## src/level_b_pkg.sv

```systemverilog
// constants and register map for the input b level indicator
package level_b_pkg;
   localparam int          ADDR_W        = 3;
   localparam int          DATA_W        = 20;
   localparam int          THR_W         = 10;
   localparam int          DWELL_W       = 20;
   localparam int          CTRL_W        = 5;
   localparam int          LAT_W         = 3;
   localparam int          LAT_MAX       = 7;
   localparam int          CH_N          = 2;
   // channel addresses of the b group
   localparam logic [2:0]  ADDR_LOWER    = 3'h4;
   localparam logic [2:0]  ADDR_UPPER    = 3'h5;
   localparam logic [2:0]  ADDR_DWELL    = 3'h6;
   localparam logic [2:0]  ADDR_CTRL     = 3'h7;
   // control field layout
   localparam int          CTRL_POL_BIT  = 4;
   localparam int          CTRL_IL_BIT   = 3;
   localparam int          CTRL_LAT_MSB  = 2;
   localparam int          CTRL_LAT_LSB  = 0;
   // reset values
   localparam logic [THR_W-1:0]   LOWER_RST  = 10'h000;
   localparam logic [THR_W-1:0]   UPPER_RST  = 10'h000;
   localparam logic [DWELL_W-1:0] DWELL_RST  = 20'h00000;
   localparam logic [CTRL_W-1:0]  CTRL_RST   = 5'h00;
   localparam logic               PRIM_RST   = 1'b0;
   localparam logic               SEC_RST    = 1'b1;
   localparam logic [DWELL_W-1:0] DWELL_ONE  = 20'h00001;
endpackage : level_b_pkg

```

## src/level_delay.sv

```systemverilog
// selectable delay line for the raw indicator flags
`timescale 1ns/1ps
module level_delay
   import level_b_pkg::*;
#(
   parameter int W     = CH_N,
   parameter int DEPTH = LAT_MAX
)
(
   input  wire logic             clk_i,
   input  wire logic             rst_i,
   input  wire logic [W-1:0]     d_i,
   input  wire logic [LAT_W-1:0] sel_i,
   output logic      [W-1:0]     q_o
);
   logic [W-1:0] stage_reg [DEPTH];

   // one flop per tap; tap k holds the flags k+1 cycles old
   genvar k;
   generate
      for (k = 0; k < DEPTH; k++)
      begin : g_tap
         always_ff @(posedge clk_i)
         begin
            if (rst_i)
               stage_reg[k] <= '0;
            else if (k == 0)
               stage_reg[k] <= d_i;
            else
               stage_reg[k] <= stage_reg[(k == 0) ? 0 : k - 1];
         end
      end
   endgenerate

   // changing the tap mid-run may drop or repeat a few cycles of flag
   always_comb
   begin
      if (sel_i == '0)
         q_o = d_i;
      else
         q_o = stage_reg[sel_i - LAT_W'(1)];
   end
endmodule : level_delay

```

## src/input_level_indicator_b.sv

```systemverilog
// level detector for wideband input b with dwell release and latency
`timescale 1ns/1ps
module input_level_indicator_b
   import level_b_pkg::*;
#(
   parameter int SAMPLE_W = 14
)
(
   input  wire logic                clk_i,
   input  wire logic                rst_i,
   input  wire logic [SAMPLE_W-1:0] sample_i,
   input  wire logic                input_b_channel_select_pin_i,
   input  wire logic                reg_wr_i,
   input  wire logic [ADDR_W-1:0]   reg_addr_i,
   input  wire logic [DATA_W-1:0]   reg_wdata_i,
   output logic      [DATA_W-1:0]   reg_rdata_o,
   output logic                     level_flag_b_primary_o,
   output logic                     level_flag_b_secondary_o
);
   logic [THR_W-1:0]    lower_reg;
   logic [THR_W-1:0]    upper_reg;
   logic [DWELL_W-1:0]  dwell_reg;
   logic [CTRL_W-1:0]   ctrl_reg;
   logic [DATA_W-1:0]   rdata_next;
   logic                pin_meta_reg;
   logic                pin_sync_reg;
   logic [SAMPLE_W-1:0] sample_d1_reg;
   logic [SAMPLE_W-1:0] sample_d2_reg;
   logic [THR_W-1:0]    sample_top;
   logic                upper_met;
   logic                lower_met;
   logic                enabled;
   logic                pol;
   logic                interleave;
   logic [LAT_W-1:0]    latency;
   logic [CH_N-1:0]     level_flag;
   logic [DWELL_W-1:0]  cnt_reg [CH_N];
   logic [CH_N-1:0]     dly_flag;

   // register writes from the control port
   always_ff @(posedge clk_i)
   begin
      if (rst_i)
      begin
         lower_reg <= LOWER_RST;
         upper_reg <= UPPER_RST;
         dwell_reg <= DWELL_RST;
         ctrl_reg  <= CTRL_RST;
      end
      else if (reg_wr_i)
      begin
         unique case (reg_addr_i)
            ADDR_LOWER: lower_reg <= reg_wdata_i[THR_W-1:0];
            ADDR_UPPER: upper_reg <= reg_wdata_i[THR_W-1:0];
            ADDR_DWELL: dwell_reg <= reg_wdata_i[DWELL_W-1:0];
            ADDR_CTRL:  ctrl_reg  <= reg_wdata_i[CTRL_W-1:0];
            default:    ;
         endcase
      end
   end

   // read-back mux; other channel addresses read as zero
   always_comb
   begin
      rdata_next = '0;
      unique case (reg_addr_i)
         ADDR_LOWER: rdata_next = {{(DATA_W-THR_W){1'b0}}, lower_reg};
         ADDR_UPPER: rdata_next = {{(DATA_W-THR_W){1'b0}}, upper_reg};
         ADDR_DWELL: rdata_next = dwell_reg;
         ADDR_CTRL:  rdata_next = {{(DATA_W-CTRL_W){1'b0}}, ctrl_reg};
         default:    rdata_next = '0;
      endcase
   end

   always_ff @(posedge clk_i)
   begin
      if (rst_i)
         reg_rdata_o <= '0;
      else
         reg_rdata_o <= rdata_next;
   end

   // select pin is asynchronous; samples get the same two stages to stay aligned
   always_ff @(posedge clk_i)
   begin
      if (rst_i)
      begin
         pin_meta_reg  <= 1'b0;
         pin_sync_reg  <= 1'b0;
         sample_d1_reg <= '0;
         sample_d2_reg <= '0;
      end
      else
      begin
         pin_meta_reg  <= input_b_channel_select_pin_i;
         pin_sync_reg  <= pin_meta_reg;
         sample_d1_reg <= sample_i;
         sample_d2_reg <= sample_d1_reg;
      end
   end

   // threshold compares on the top mantissa bits
   assign sample_top = sample_d2_reg[SAMPLE_W-1 -: THR_W];
   assign upper_met  = (sample_top >= upper_reg);
   assign lower_met  = (sample_top <= lower_reg);
   assign enabled    = (dwell_reg != '0);
   assign pol        = ctrl_reg[CTRL_POL_BIT];
   assign interleave = ctrl_reg[CTRL_IL_BIT];
   assign latency    = ctrl_reg[CTRL_LAT_MSB:CTRL_LAT_LSB];

   // one detector per time slot; slot 1 only lives in interleaved mode
   genvar ch;
   generate
      for (ch = 0; ch < CH_N; ch++)
      begin : g_det
         localparam logic CH_ID = 1'(ch);
         logic slot_sel;
         assign slot_sel = interleave ? (pin_sync_reg == CH_ID) : (CH_ID == 1'b0);

         always_ff @(posedge clk_i)
         begin
            if (rst_i || !enabled || (!interleave && CH_ID))
            begin
               level_flag[ch] <= 1'b0;
               cnt_reg[ch]    <= '0;
            end
            else if (slot_sel)
            begin
               if (upper_met)
               begin
                  level_flag[ch] <= 1'b1;
                  cnt_reg[ch]    <= dwell_reg;
               end
               else if (level_flag[ch])
               begin
                  if (!lower_met)
                     cnt_reg[ch] <= dwell_reg;
                  else if (cnt_reg[ch] <= DWELL_ONE)
                     level_flag[ch] <= 1'b0;
                  else
                     cnt_reg[ch] <= cnt_reg[ch] - DWELL_ONE;
               end
            end
         end
      end
   endgenerate

   // latency delay ahead of the output flops
   level_delay #(
      .W     (CH_N),
      .DEPTH (LAT_MAX)
   ) u_delay (
      .clk_i (clk_i),
      .rst_i (rst_i),
      .d_i   (level_flag),
      .sel_i (latency),
      .q_o   (dly_flag)
   );

   // polarity applied last so both modes share it
   always_ff @(posedge clk_i)
   begin
      if (rst_i)
      begin
         level_flag_b_primary_o   <= PRIM_RST;
         level_flag_b_secondary_o <= SEC_RST;
      end
      else
      begin
         level_flag_b_primary_o <= dly_flag[0] ^ pol;
         if (interleave)
            level_flag_b_secondary_o <= dly_flag[1] ^ pol;
         else
            level_flag_b_secondary_o <= ~(dly_flag[0] ^ pol);
      end
   end
endmodule : input_level_indicator_b

```

## config.mk

```make
export PLATFORM = sky130hd
export DESIGN_NAME = input_level_indicator_b
export DESIGN_NICKNAME = d
export VERILOG_FILES = /design/src/level_b_pkg.sv /design/src/level_delay.sv /design/src/input_level_indicator_b.sv
export SDC_FILE = /design/constraint.sdc
export NUM_CORES = 1
export LEC_CHECK = 0
export BUFFER_PORTS_ARGS = -buffer_cell sky130_fd_sc_hd__buf_2
export CORE_MARGIN = 3
export CORE_UTILIZATION = 59
export CTS_CLUSTER_SIZE = 12
export DETAILED_ROUTE_END_ITERATION = 10
export PLACE_DENSITY_LB_ADDON = 0.25
export SLEW_MARGIN = 20
export SYNTH_ARGS = -nofsm -noshare
export SYNTH_HDL_FRONTEND = slang
export SYNTH_HIERARCHICAL = 1
export SYNTH_SLANG_ARGS = --single-unit
```

## constraint.sdc

```tcl
create_clock -name clk_i -period 3.1 [get_ports clk_i]
set_input_delay 0.62 -clock clk_i [delete_from_list [all_inputs] [get_ports clk_i]]
set_output_delay 0.62 -clock clk_i [all_outputs]
set_load 0.005 [all_outputs]
```

==> impl_summary.md <==
Pwr
For this design the static power due to leakage is 3.15 nW. The power per standard cell area is 620 nW/um^2. The maximum VDD drop is 0.477 mV.

Global route
After global routing the overflow that remains totals 0. The via count of the first global-routing pass was 5035. The largest net degree at the start of global routing is 56. The global routing usage on met2 is 40.7%. The global-route track usage on met3 is 6.63%. met2 is the most crowded layer. The first global-routing pass estimated 24900 um of wire. The number of antenna violations at the first check in global routing was 0. The met1 track utilization from global routing is 31.8%. The combined global-route utilization of all metal layers is 25.1%.

Timing
The largest clock skew in the final design is 6.52 ps. The final critical-path required period is 2780 ps. Setup total negative slack on the finished layout was measured at 0 ps. The worst path setup slack after routing is 323 ps. Setup violations remaining at the end of the flow were counted as 0. The max-slew violation total from the final report was 0.

The worst hold-check slack is 409 ps. The final cycle utilization of the critical path is 89.6%. The number of hold violations in the final report is 0. Measured against its own limit, the worst slew margin works out to 54.0%.

Setup repair after global routing left no endpoint under its margin. The highest clock frequency the design can meet is 0.360 GHz. The actual slew at the worst max-slew pin is 688 ps.

Logic synthesis
The portion of the post-synthesis area used by sequential elements is 49.7%. The Yosys warning count is 6. The area fraction of the dominant cell type after synthesis is 31.6%. In the post-synthesis netlist, the cell with the most instances is dfxtp_1.

The proportion of synthesized flip-flops having asynchronous set or reset is 0%. The cell count after synthesis is 678. The mean instance size in the synthesized netlist is 9.80 um^2. The number of unique standard cell types used by synthesis is 48. The top cell type by total area after synthesis is dfxtp_1.

The main flop type after synthesis is dfxtp_1. By area the synthesized netlist is led by dfxtp_1 (32%), edfxtp_1 (18%), nand2_1 (5.6%). The synthesized design contains 40 enable-type register cells. After synthesis the cells add up to 6640 um^2.

Synthesis inferred 145 register bits. The number of nets handed over by synthesis was 745. By count the netlist is led by dfxtp_1 (105), nand2_1 (99), a21oi_1 (51).

Worst setup path
For the worst setup path, the data arrival time is 2820 ps. In this design, the largest share of critical-path delay is due to simple AND/OR/NAND/NOR gates. Following the worst setup path forward leads to its endpoint at cnt_reg[1][16]$_SDFFCE_PN0P_. The startpoint of the lowest-slack register-to-register path is cnt_reg[1][11]$_SDFFCE_PN0P_. The startpoint kind of the worst setup timing path is a register. The worst-path maximum fanout is 20.

The signal on the critical path passes through or4_4 -> or4_4 -> nor3_2 -> nor2_1 -> nand4_2 -> nand4b_4. The category of the worst setup path capture point is a register. The slowest stage of the critical path belongs to the cell or4_4.

The worst setup path category is register to register. Measured in cells, the most critical reg-to-reg path has a length of 6. The end of the worst register-to-register path is cnt_reg[1][16]$_SDFFCE_PN0P_. The cell repeated most along the worst path is or4_4. The critical path runs through a total of 6 cells.

The slack of the worst reg-to-reg path is 320 ps. The number of buffer and inverter stages on the critical path is 0. The startpoint of the worst setup timing path is cnt_reg[1][11]$_SDFFCE_PN0P_.

On the worst path, the slowest cell contributes a delay of 590 ps. The data required time at the worst endpoint is 3150 ps.

Clocking
The cell chosen for the clock root is clkbuf_16. The total CTS buffers is 17. The CTS tree is done.

In this run, post-CTS hold repair placed 0 buffers. Clock tree synthesis found a total of 145 sinks. The clock transition at the registers of the reported paths is 60 ps. The number of H-tree levels is 4. The post-cts repair resize count is 0.

For the worst-skew pair, the clock arrives at the later sink with an insertion delay of 420 ps. The post-CTS setup buffer count is 0. The buffer depth of the longest clock path is 2.

Routing
Dividing the detail-routed via count by the number of cells gives 5.73. The count of nets left with antenna violations once routing finished came out at 0. Before antenna repair, the detailed router went through 5 iterations. The routed wire length per instance is 17.0 um. For this run, design rule violations remaining after detail routing come to 0.

The routed layout has 5102 vias. The violation count after the first detailed-routing iteration is 414. The final routed wirelength across all metal layers is 15100 um.

Placed design
The worst-case setup slack after placement is 325 ps. The half-perimeter wire length after detailed placement is 10500 um. The final weighted congestion in routability-driven placement is 0.919.

The count of input and output buffers is 58. Including well taps, the total number of placed cells is 859.

Finish
The register with the most flip-flops in the layout has 40 of them. The post-route netlist has 15.7% of its cells at a drive strength greater than 1. After the last flow step, the layout net total stands at 805. The area growth from synthesis to layout is 15.7%. 0 antenna diodes ended up in the layout. The finished layout holds 891 standard cells, fillers aside.

The utilization after layout is 70.3%.

Die
The die outline width is 112 um. The core box area is 10900 um^2. 63 I/O pins were placed. The floorplan step defined a die boundary enclosing 12600 um^2. The height of the die is 112 um. For this configuration, the core starts out at a cell density of 60.8%. After floorplanning, the core was divided into 38 placement rows.

Job
The number of maximum-capacitance violations is 0.

Min path
The worst min-delay path class is input port to register.

Outcome
The run finished with clean final reports.
## worst register-to-register path, cell delays in order (launching register included)
cell and delay, ps:
edfxtp_1 420, or4_4 590, or4_4 520, nor3_2 280, nor2_1 100, nand4_2 130, nand4b_4 350
## placed cells by master (no fill, tap or decap), types with 9 or more instances in the layout
| cell type | instances |
|---|---|
| nand2b_1 | 10 |
| ha_1 | 26 |
| xor2_1 | 9 |
| a21oi_1 | 51 |
| o2bb2ai_1 | 40 |
| dfxtp_1 | 105 |
| mux2i_1 | 20 |
| inv_1 | 31 |
| buf_4 | 11 |
| nor4_1 | 12 |
| nor2_1 | 46 |
| nor2b_1 | 42 |
| and2_1 | 11 |
| xnor2_1 | 29 |
| nand2_1 | 99 |
| edfxtp_1 | 40 |
| nor3_1 | 12 |
| buf_2 | 58 |
| clkbuf_16 | 19 |
## power breakdown
group	total (mW)	leakage [nW]	internal, mW	switching (mW)
Clock	2.08	0.316	1.32	0.758
Combinational	0.608	1.50	0.262	0.346
Sequential	2.08	1.34	2.01	0.0618
## cells by family (layout without fill, tap and decap cells)
group	count (synthesis)	in the layout	share of synthesized area (%)
compound gates	121	121	12.4
xor+xnor	38	38	5.01
fa+ha+maj	26	26	4.90
buf+inv	59	132	3.73
flops	145	145	49.7
mux	23	23	4.03
simple gates	266	266	20.2
## worst min path at each step
stage	start	cells past startpoint	slack (ps)	to
4_1_cts	sample_i[8]	2	390	sample_d1_reg[8]$_SDFF_PP0_
2_1_floorplan	pin_meta_reg$_SDFF_PP0_	1	410	pin_sync_reg$_SDFF_PP0_
3_3_place_gp	sample_d1_reg[10]$_SDFF_PP0_	1	420	sample_d2_reg[10]$_SDFF_PP0_
6_report	sample_i[9]	2	410	sample_d1_reg[9]$_SDFF_PP0_
3_5_place_dp	sample_d1_reg[5]$_SDFF_PP0_	1	430	sample_d2_reg[5]$_SDFF_PP0_
5_1_grt	sample_i[9]	2	390	sample_d1_reg[9]$_SDFF_PP0_
## stage by stage
| stage | cell area (um^2) | power [mW] |
|---|---|---|
| finish | 7690 | 4.77 |
| global route | 7690 | 4.97 |
| CTS | 7690 | 4.79 |
| detailed placement | 7070 | 2.71 |
| global placement | 7070 | 2.69 |
| floorplan | 6640 | 2.55 |
## per-layer routing
metal / up-vias / routed length (um)
met5: - / 0
met4: 0 / 314
met3: 26 / 885
met2: 160 / 7520
met1: 2430 / 6410
li1: 2486 / -
## final cells by class
type | instances | area (um^2)
clock inverters | 7 | 65.1
inverters | 31 | 116
repair buffers | 69 | 373
well taps | 140 | 175
fillers | 817 | 3250
multi-input cells | 474 | 3100
flip-flops and latches | 145 | 3300
clock buffers | 25 | 558
No activity file was read; power rests on OpenSTA's default activity.
